<file path="config.mk">
export PLATFORM = sky130hd
export DESIGN_NAME = bmmd_decoder
export DESIGN_NICKNAME = d
export VERILOG_FILES = /design/src/core/bmmd_pkg.sv /design/src/core/bmmd_strap_sync.sv /design/src/core/bmmd_decoder.sv
export SDC_FILE = /design/constraint.sdc
export NUM_CORES = 1
export LEC_CHECK = 0
export CAP_MARGIN = 15
export CORE_ASPECT_RATIO = 1.2
export CORE_MARGIN = 1.5
export CORE_UTILIZATION = 55
export CTS_BUF_LIST = sky130_fd_sc_hd__clkbuf_8
export DETAILED_ROUTE_END_ITERATION = 8
export DONT_BUFFER_PORTS = 1
export PLACE_DENSITY = 0.76
export SLEW_MARGIN = 20
export SYNTH_ARGS = -nofsm -noshare
export SYNTH_HDL_FRONTEND = slang
export SYNTH_SLANG_ARGS = --single-unit
</file>
<file path="constraint.sdc">
create_clock -name ref_clk -period 2.5 [get_ports ref_clk]
set_input_delay 0.5 -clock ref_clk [delete_from_list [all_inputs] [get_ports ref_clk]]
set_output_delay 0.5 -clock ref_clk [all_outputs]
set_load 0.03 [all_outputs]
</file>
<file path="src/core/bmmd_pkg.sv">
// Package of constants and types for the boot mode memory decoder
package bmmd_pkg;

  localparam int          ADDR_W        = 23;
  localparam logic [22:0] ROM_LO        = 23'h000000;
  localparam logic [22:0] ROM_HI        = 23'h00bfff;
  localparam logic [22:0] FIXED_LO      = 23'h00c000;
  localparam logic [22:0] FIXED_HI      = 23'h00ffff;
  localparam logic [22:0] IO_LO         = 23'h00ff00;
  localparam logic [22:0] FONT_LO       = 23'h010000;
  localparam logic [22:0] FONT_HI       = 23'h08ffff;
  localparam logic [22:0] EXPAN_LO      = 23'h100000;
  localparam logic [22:0] EXPAN_HI      = 23'h4fffff;
  localparam logic [22:0] MPU_HI        = 23'h3fffff;
  localparam logic [22:0] SPACE_HI      = 23'h3fffff;
  localparam logic [1:0]  BANK_COUNT    = 2'h3;
  localparam logic        STRAP_INT     = 1'b1;
  localparam logic        CUSTOM_FLAG   = 1'b0;
  localparam logic [3:0]  CE_IDLE       = 4'hf;
  localparam logic [7:0]  PORT_RESET    = 8'h00;
  localparam logic [1:0]  SYNC_FILL     = 2'h3;

  typedef enum logic [1:0] {
    BMMD_IDLE  = 2'b00,
    BMMD_SETUP = 2'b01,
    BMMD_STROBE = 2'b11
  } bmmd_state_type;

  typedef struct packed {
    logic        req;
    logic        write;
    logic [22:0] addr;
    logic [7:0]  wdata;
  } bmmd_access_type;

  typedef struct packed {
    logic [3:0] ceN;
    logic       rdN;
    logic       wrN;
    logic [7:0] dataOut;
    logic       dataOe;
  } bmmd_ext_type;

endpackage

</file>
<file path="src/core/bmmd_strap_sync.sv">
// Three-stage synchroniser for the boot mode strap pin
`timescale 1ns/100ps
module bmmd_strap_sync (
  input  wire logic ref_clk,
  input  wire logic rst_n,
  input  wire logic pinIn,
  output logic      level,
  output logic      stable
);
  logic meta_q;
  logic s2_q;
  logic s3_q;

  always_ff @(posedge ref_clk or negedge rst_n) begin
    if (!rst_n) begin
      meta_q <= 1'b1;
      s2_q   <= 1'b1;
      s3_q   <= 1'b1;
    end else begin
      meta_q <= pinIn;
      s2_q   <= meta_q;
      s3_q   <= s2_q;
    end
  end

  assign level  = s3_q;
  assign stable = (s2_q == s3_q);
endmodule

</file>
<file path="src/core/bmmd_decoder.sv">
// Boot mode latch and memory access steering
`timescale 1ns/100ps
module bmmd_decoder (
  input  wire logic                      ref_clk,
  input  wire logic                      rst_n,
  input  wire logic                      boot_mode_strap,
  input  wire bmmd_pkg::bmmd_access_type cpuAccess,
  input  wire logic                      busConfigured,
  input  wire logic                      singleChipReq,
  input  wire logic [7:0]                portOut,
  input  wire logic [7:0]                portOe,
  input  wire logic [7:0]                ext_data_bus_in,
  output bmmd_pkg::bmmd_ext_type         extBus,
  output logic [7:0]                     portPinOut,
  output logic [7:0]                     portPinOe,
  output logic                           external_rom_mode,
  output logic                           singleChip,
  output logic                           intSelect,
  output logic                           accessDone,
  output logic [7:0]                     extRdata,
  output logic                           custom_condition_flag
);

  ////////////////////////////////////////////////////////////////////////////
  // Strap capture
  logic       strapLevel;
  logic       strapStable;
  logic [1:0] fill_q;
  logic       latched_q;
  logic       modeInt_q;
  logic       extMode_q;

  bmmd_strap_sync uSync (
    .ref_clk (ref_clk),
    .rst_n   (rst_n),
    .pinIn   (boot_mode_strap),
    .level   (strapLevel),
    .stable  (strapStable)
  );

  // Edges needed to flush the synchroniser reset value
  always_ff @(posedge ref_clk or negedge rst_n) begin
    if (!rst_n) begin
      fill_q <= 2'h0;
    end else if (fill_q != bmmd_pkg::SYNC_FILL) begin
      fill_q <= fill_q + 2'h1;
    end
  end

  // Captured once the pin fills all stages, then frozen
  always_ff @(posedge ref_clk or negedge rst_n) begin
    if (!rst_n) begin
      latched_q <= 1'b0;
      modeInt_q <= bmmd_pkg::STRAP_INT;
      extMode_q <= 1'b0;
    end else if (!latched_q && fill_q == bmmd_pkg::SYNC_FILL && strapStable) begin
      latched_q <= 1'b1;
      modeInt_q <= (strapLevel == bmmd_pkg::STRAP_INT);
      extMode_q <= (strapLevel != bmmd_pkg::STRAP_INT);
    end
  end

  ////////////////////////////////////////////////////////////////////////////
  // Address decode
  logic [22:0] a;
  logic        inSpace;
  logic        hitRom;
  logic        hitFixed;
  logic        hitIo;
  logic        hitFont;
  logic        hitExpan;
  logic        goExt;
  logic        goInt;
  logic        singleChip_q;

  assign a        = cpuAccess.addr;
  assign inSpace  = (a <= bmmd_pkg::EXPAN_HI);
  assign hitRom   = (a <= bmmd_pkg::ROM_HI);
  assign hitFixed = (a >= bmmd_pkg::FIXED_LO) && (a <= bmmd_pkg::FIXED_HI);
  assign hitIo    = (a >= bmmd_pkg::IO_LO) && (a <= bmmd_pkg::FIXED_HI);
  assign hitFont  = (a >= bmmd_pkg::FONT_LO) && (a <= bmmd_pkg::FONT_HI);
  assign hitExpan = (a >= bmmd_pkg::EXPAN_LO) && (a <= bmmd_pkg::EXPAN_HI);

  // Fixed block first, then mode, then expansion window
  always_comb begin
    goExt = 1'b0;
    if (hitFixed || hitIo) begin
      goExt = 1'b0;
    end else if (!modeInt_q) begin
      goExt = (a <= bmmd_pkg::MPU_HI);
    end else if (hitExpan) begin
      goExt = 1'b1;
    end
    goExt = goExt && inSpace && busConfigured && !singleChip_q;
  end

  assign goInt = inSpace && !goExt && (hitFixed || (modeInt_q && (hitRom || hitFont)));

  ////////////////////////////////////////////////////////////////////////////
  // External strobe sequencer
  bmmd_pkg::bmmd_state_type state_q;
  bmmd_pkg::bmmd_ext_type   ext_q;
  logic                     intSel_q;
  logic                     done_q;
  logic [7:0]               rdata_q;
  logic [1:0]               bank;
  logic [3:0]               ceSel;

  assign bank = a[21:20];

  // One active-low select per megabyte bank
  for (genvar g = 0; g < 4; g++) begin : gBank
    assign ceSel[g] = (bank != 2'(g));
  end

  // Chip enable, then strobe, then release
  always_ff @(posedge ref_clk or negedge rst_n) begin
    if (!rst_n) begin
      state_q <= bmmd_pkg::BMMD_IDLE;
      ext_q   <= '{ceN: bmmd_pkg::CE_IDLE, rdN: 1'b1, wrN: 1'b1, dataOut: 8'h00, dataOe: 1'b0};
      done_q  <= 1'b0;
    end else begin
      done_q <= 1'b0;
      unique case (state_q)
        bmmd_pkg::BMMD_IDLE: begin
          if (cpuAccess.req && goExt && latched_q) begin
            state_q     <= bmmd_pkg::BMMD_SETUP;
            ext_q.ceN   <= ceSel;
            ext_q.dataOut <= cpuAccess.wdata;
            ext_q.dataOe  <= cpuAccess.write;
          end else if (cpuAccess.req && !goExt) begin
            done_q <= 1'b1;
          end
        end
        bmmd_pkg::BMMD_SETUP: begin
          state_q   <= bmmd_pkg::BMMD_STROBE;
          ext_q.rdN <= cpuAccess.write;
          ext_q.wrN <= !cpuAccess.write;
        end
        bmmd_pkg::BMMD_STROBE: begin
          state_q <= bmmd_pkg::BMMD_IDLE;
          done_q  <= 1'b1;
          ext_q   <= '{ceN: bmmd_pkg::CE_IDLE, rdN: 1'b1, wrN: 1'b1, dataOut: 8'h00, dataOe: 1'b0};
        end
        default: begin
          state_q <= bmmd_pkg::BMMD_IDLE;
        end
      endcase
    end
  end

  // Read data taken as the read strobe ends
  always_ff @(posedge ref_clk or negedge rst_n) begin
    if (!rst_n) begin
      rdata_q <= 8'h00;
    end else if (state_q == bmmd_pkg::BMMD_STROBE && !cpuAccess.write) begin
      rdata_q <= ext_data_bus_in;
    end
  end

  ////////////////////////////////////////////////////////////////////////////
  // Single-chip and port release
  always_ff @(posedge ref_clk or negedge rst_n) begin
    if (!rst_n) begin
      singleChip_q <= 1'b0;
    end else begin
      singleChip_q <= singleChipReq && modeInt_q && latched_q;
    end
  end

  // Internal service flag, one cycle behind the access
  always_ff @(posedge ref_clk or negedge rst_n) begin
    if (!rst_n) begin
      intSel_q <= 1'b0;
    end else begin
      intSel_q <= cpuAccess.req && goInt;
    end
  end

  logic [7:0] portOut_q;
  logic [7:0] portOe_q;

  // One registered pin pair per port bit
  for (genvar p = 0; p < 8; p++) begin : gPort
    always_ff @(posedge ref_clk or negedge rst_n) begin
      if (!rst_n) begin
        portOut_q[p] <= bmmd_pkg::PORT_RESET[p];
        portOe_q[p]  <= bmmd_pkg::PORT_RESET[p];
      end else if (singleChip_q) begin
        portOut_q[p] <= portOut[p];
        portOe_q[p]  <= portOe[p];
      end else begin
        portOut_q[p] <= bmmd_pkg::PORT_RESET[p];
        portOe_q[p]  <= bmmd_pkg::PORT_RESET[p];
      end
    end
  end

  // Held at its fixed value, never set by the core
  logic flag_q;

  always_ff @(posedge ref_clk or negedge rst_n) begin
    if (!rst_n) begin
      flag_q <= bmmd_pkg::CUSTOM_FLAG;
    end else begin
      flag_q <= bmmd_pkg::CUSTOM_FLAG;
    end
  end

  ////////////////////////////////////////////////////////////////////////////
  // Output drive, every output straight from a flop

  assign extBus                = ext_q;
  assign portPinOut            = portOut_q;
  assign portPinOe             = portOe_q;
  assign external_rom_mode     = extMode_q;
  assign singleChip            = singleChip_q;
  assign intSelect             = intSel_q;
  assign accessDone            = done_q;
  assign extRdata              = rdata_q;
  assign custom_condition_flag = flag_q;

endmodule

</file>
Word level (Yosys, flattened, before mapping)
Cells that the tools add are included.
{"block": "totals", "mem_bits_rw": 0, "word_cells": 113, "memories": 0, "input_bits": 62, "rom_bits": 0, "latch_bits": 0, "regBits": 52, "out_inout_bits": 44}
{"block": "classes", "n_reduce_logical": 31, "n_eq_ne": 9, "addsub": 1, "n_shift": 0, "multipliers": 0, "order_cmp": 9, "n_div": 0, "bitwise": 1, "muxes": 29}
{"cell": "23-bit by 16-bit >= comparator with 1-bit output, second input constant", "n": 2}
{"cell": "23-bit by 16-bit <= comparator with 1-bit output, second input constant", "n": 2}
{"cell": "23-bit by 17-bit >= comparator with 1-bit output, second input constant", "n": 1}
{"cell": "23-bit by 21-bit >= comparator with 1-bit output, second input constant", "n": 1}
{"cell": "23-bit by 20-bit <= comparator with 1-bit output, second input constant", "n": 1}
{"cell": "23-bit by 22-bit <= comparator with 1-bit output, second input constant", "n": 1}
{"cell": "23-bit <= comparator, second input constant", "n": 1}
{"cell": "1-bit two-way mux", "n": 21}
{"cell": "1-bit logical AND", "n": 19}
{"cell": "9-bit one-hot mux with 2 select lines", "n": 1}
{"cell": "9-bit two-way mux", "n": 1}
{"cell": "2-bit inequality test, second input constant", "n": 4}
{"cell": "2-bit one-hot mux with 2 select lines", "n": 2}
{"cell": "4-bit one-hot mux with 2 select lines", "n": 1}
{"cell": "2-bit nonzero test", "n": 3}
{"cell": "2-bit == test, second input constant", "n": 2}
{"cell": "1-bit logical NOT", "n": 4}
{"cell": "4-bit two-way mux", "n": 1}
{"cell": "1-bit logical OR", "n": 3}
{"cell": "2-bit by 1-bit adder with 2-bit output, second input constant", "n": 1}
{"cell": "2-bit by 1-bit == test with 1-bit output, second input constant", "n": 1}
{"cell": "2-bit logical NOT", "n": 1}
{"cell": "2-bit two-way mux", "n": 1}
{"cell": "2-bit by 1-bit inequality test with 1-bit output, second input constant", "n": 1}
{"cell": "other kinds (4)", "n": 4}

Logic depth before layout (Yosys ltp)
{"block": "logic_depth", "depth_word": 13, "depth_mapped": 6, "ltp_nobuf": 5}

Hierarchy
A second synthesis with hierarchy kept.
{"block": "hier_totals", "hier_cells": 149, "area_unflattened_um2": 2031.9}
{"mod": "bmmd_decoder", "cells_per_inst": 145, "n_inst": 1, "area_each_um2": 1944.4, "seq_area_each_um2": 1234.9}
{"mod": "bmmd_strap_sync", "cells_per_inst": 4, "n_inst": 1, "area_each_um2": 87.6, "seq_area_each_um2": 78.8}

Worst setup path after synthesis
Ideal clock, no wire load.
{"block": "synth_path", "path_type": "input to register", "startpoint": "in cpuAccess[30] in the netlist's numbering", "endpoint": "reg ext_q (netlist bit extBus[0])", "required_time_ns": 2.436, "setup_ns": 0.064, "stages": 5, "arrival_time_ns": 1.929, "path_slack_ns": 0.507, "n_path_buf": 1, "path_cell_list": "or3_4 > or4_4 > a41oi_4 > buf_6 > a22o_2"}
{"block": "synth_via", "elab_chain_cells": 12, "elab_cells_between_ends": 20, "cone_classes": "order compare: 6; eq/ne: 1; mux: 3; reduce/logical: 10"}
{"item": "from (decl)", "line": "bmmd_decoder.sv:7", "text": "input wire bmmd_pkg::bmmd_access_type cpuAccess,"}
{"item": "23-bit by 21-bit >= comparator with 1-bit output / 23-bit <= comparator (equally long branches)", "line": "bmmd_decoder.sv:82, bmmd_decoder.sv:77"}
{"item": "1-bit logical AND", "line": "bmmd_decoder.sv:82", "text": "assign hitExpan = (a >= bmmd_pkg::EXPAN_LO) && (a <= bmmd_pkg::EXPAN_HI);"}
{"item": "1-bit two-way mux", "line": "bmmd_decoder.sv:91", "text": "end else if (hitExpan) begin"}
{"item": "1-bit two-way mux", "line": "bmmd_decoder.sv:89", "text": "end else if (!modeInt_q) begin"}
{"item": "1-bit two-way mux", "line": "bmmd_decoder.sv:87", "text": "if (hitFixed || hitIo) begin"}
{"item": "1-bit logical AND (*) (3 in series)", "line": "bmmd_decoder.sv:94", "text": "goExt = goExt && inSpace && busConfigured && !singleChip_q;"}
{"item": "1-bit logical AND (*) (2 in series)", "line": "bmmd_decoder.sv:126", "text": "if (cpuAccess.req && goExt && latched_q) begin"}
{"item": "2-bit inequality test (no line) (*)"}
{"item": "2-bit AND reduction (no line) (*)"}
{"item": "to (signal assigned)", "line": "bmmd_decoder.sv:120", "text": "ext_q <= '{ceN: bmmd_pkg::CE_IDLE, rdN: 1'b1, wrN: 1'b1, dataOut: 8'h00, dataOe: 1'b0};"}
{"item": "to (signal assigned)", "line": "bmmd_decoder.sv:143", "text": "ext_q <= '{ceN: bmmd_pkg::CE_IDLE, rdN: 1'b1, wrN: 1'b1, dataOut: 8'h00, dataOe: 1'b0};"}
{"item": "to (decl)", "line": "bmmd_decoder.sv:102", "text": "bmmd_pkg::bmmd_ext_type ext_q;"}
Mark *: on every way between the ends. The rest lies on a longest branch, timed or not.
A chain may end at the register's enable or synchronous reset.

Final worst setup path
{"block": "layout_path", "startpoint": "reg modeInt_q", "endpoint": "reg ext_q (netlist bit extBus[5])"}
{"block": "layout_via", "elab_chain_cells": 9}
{"item": "from (decl)", "line": "bmmd_decoder.sv:30", "text": "logic modeInt_q;"}
{"item": "from (signal assigned)", "line": "bmmd_decoder.sv:54", "text": "modeInt_q <= bmmd_pkg::STRAP_INT;"}
{"item": "from (signal assigned)", "line": "bmmd_decoder.sv:58", "text": "modeInt_q <= (strapLevel == bmmd_pkg::STRAP_INT);"}
{"item": "1-bit two-way mux", "line": "bmmd_decoder.sv:89"}
{"item": "1-bit two-way mux", "line": "bmmd_decoder.sv:87"}
{"item": "1-bit logical AND (3 in series)", "line": "bmmd_decoder.sv:94"}
{"item": "1-bit logical AND (2 in series)", "line": "bmmd_decoder.sv:126"}
{"item": "2-bit inequality test (no line)"}
{"item": "2-bit AND reduction (no line)"}
No other way between the ends.

==> impl_metrics.tcl <==
set metrics [dict create \
    syn_area_um2 2070 \
    cap_violations 0 \
    dieArea_um2 4140 \
    setup_ws_ns 0.257 \
    viasPerCell 6.28 \
    die_w_um 59.0 \
    period_share_pct 89.7 \
    ys_seq_elements 52 \
    clk_path_buf_depth 2 \
    endpoint_kind "register" \
    synthCells 155 \
    grt_pass1_vias 1367 \
    rsz0062_at_grt "no" \
    hold_violations 0 \
    synth-edff-count 0 \
    syn_area_per_cell_um2 13.3 \
    overflow 0 \
    max-vdd-ir-drop_mv 0.640 \
    syn_nets 221 \
    finalNetCount 226 \
    ant_nets 0 \
    start_util_pct 57.4 \
    grt_pass1_wl_mm 6.63 \
    yosys_warnings 0 \
    antenna_cells 0 \
    clk_latency_ns 0.30 \
    tightest_slew_ns 0.827 \
    grt_use_total_pct 21.6 \
    hold_class "in2async" \
    clk_pin_slew_worst_paths_ns 0.10 \
    critPathMaxFanout 13 \
    wire_per_inst_um 21.0 \
    grt_start_max_net_pins 43 \
    power_mw 2.50 \
    finalSetupTns_ns 0 \
    skew_ns 0.00968 \
    max_stage_delay_ns 0.73 \
    ctsHtreeMaxLevel 2 \
    place_ws_ns 0.0108 \
    fp.dieH_um 70.2 \
    syn_to_final_growth_pct 7.92 \
    drive_gt1_share_pct 24.8 \
    cts_tree "yes" \
    cts_buffers 5 \
    coreArea_um2 3600 \
    cts.sinks 52 \
    port_buffers 0 \
    drc 0 \
    start_kind "register" \
    p_leak_nw 1.00 \
    first_iter_violations 43 \
    whs_ns 0.0219 \
    critPathTopFamily "simple AND/OR/NAND/NOR gates" \
    criticalPathCategory "reg2reg" \
    outcome "completed" \
    root_buffer "clkbuf_8" \
    slowest_stage "nor4_4" \
    max_freq_ghz 0.446 \
    ios 106 \
    route.vias.total 1256 \
    num_rows 24 \
    cp_num_buf_inv 0 \
    finalSetupViolations 0 \
    antenna_found_initial 0 \
    ys_seq_area_share_pct 63.5 \
    period_needed_ns 2.24 \
    cp.arrival_ns 2.48 \
    slew_violations 0 \
    drt_wl_total_mm 4.19 \
    drt-pass1-iter-count 4 \
    post_cts_buffers 0 \
    dpl.hpwl_mm 2.99 \
    cp_cell_sequence "nor3b_1 -> xor2_1 -> nor4_4 -> a22o_2" \
    max_slew_margin_pct 44.4 \
    required_ns 2.74 \
    routabilityCongestion 0.880 \
    ys.flop_type "dfrtp_1" \
    p_per_area_nw_per_um2 1120 \
    async_flop_share_pct 100 \
    synth_cell_types 38 \
]
## registers in the layout, indices dropped and copies added, names as in the netlist, 2 cells and up
register and flops:
extRdata 8, state_q 2, portPinOe 8, extBus 15
fill_q 2, portPinOut 8
## report_power, final
part	internal [mW]	switching [mW]	leakage, nW
registers	1.06	0.504	0.628
logic	0.212	0.213	0.324
clock network	0.232	0.277	0.0522
## through the flow
step,instances,utilization (%),instance area [um2]
detailed placement,191,58.4,2100
CTS,200,61.9,2230
global route,200,61.9,2230
finish,200,61.9,2230
floorplan,155,-,2070
global placement,191,58.4,2100
## cells in the final DEF, fill, tap and decap left out, types with 2 or more instances in the layout
cell type,Yosys,routed
dfstp_2,10,10
or3_4,2,2
a32oi_1,4,4
clkbuf_8,0,6
nor2_1,3,3
a22o_1,5,5
nand2_1,4,4
dfrtp_1,42,42
ha_1,4,4
o21ai_0,5,5
and2_1,16,16
nand2b_1,3,3
inv_1,11,11
inv_6,0,2
a22o_2,4,4
mux2_2,10,10
nand3_1,2,2
xnor2_1,3,3
nor2b_1,2,2
a21oi_1,4,4
## kinds of logic after synthesis
logic type	share of synthesized area (%)
flip-flops	63.5
other	0.181
AND/OR/NAND/NOR	12.0
AO/OA/AOI/OAI	11.4
buffers and inverters	3.33
multiplexers	5.44
XOR/XNOR	1.69
adder cells (fa/ha/maj)	2.42
## path summary, 6_finish.rpt
kind                            cells after the start  slack [ns]      endpoint       startpoint
worst max-delay path                                4        0.26     extBus[5]        modeInt_q
worst min-delay path                                1        0.02     intSelect            rst_n
worst max register to register                      4        0.26     extBus[5]        modeInt_q
worst min register to register                      0        0.36    uSync.s2_q     uSync.meta_q
max in group asynchronous                           1        2.26   extRdata[4]            rst_n
min in group ref_clk                                0        0.19  uSync.meta_q  boot_mode_strap
## timing repair
| action | 4_1_cts | 5_1_grt |
|---|---|---|
| setup endpoints to repair | 2 | 0 |
| resized for setup | 1 | 0 |
| hold endpoints to repair | 42 | 0 |
| hold buffers | 1 | 0 |
## layer usage
layer / part of all wire, % / GRT usage, %
met4: 1.9 / 7.32
met5: 0 / 0
met1: 36 / 25.6
met2: 54 / 36.3
met3: 8.3 / 7.04
## synthesized netlist by cell type (all sizes together), types with 2 or more instances
cell    count  area (um2)
nand3       2        10.0
buf         3        23.8
mux2       10         113
and3        2        13.8
nor2        3        11.3
nor4        2        12.5
inv        11        41.3
or3         3        28.8
o21ai       5        25.0
a22o        9        83.8
dfstp      10         263
a32oi       4        35.0
a21oi       4        20.0
dfrtp      42        1050
nand2       4        15.0
and2       16         100
ha          4        50.1
nand2b      3        18.8
nor2b       2        12.5
xnor2       3        26.3
## final cells by class
class                      instances  area (um2)
tap                               39        48.8
multi-input combinational         88         701
fill                             276        1370
sequential                        52        1310
clock buffer                       6        82.6
clock inverter                     2        17.5
timing repair buffer               2        27.5
inverter                          11        41.3
No activity file was read; power rests on OpenSTA's default activity.
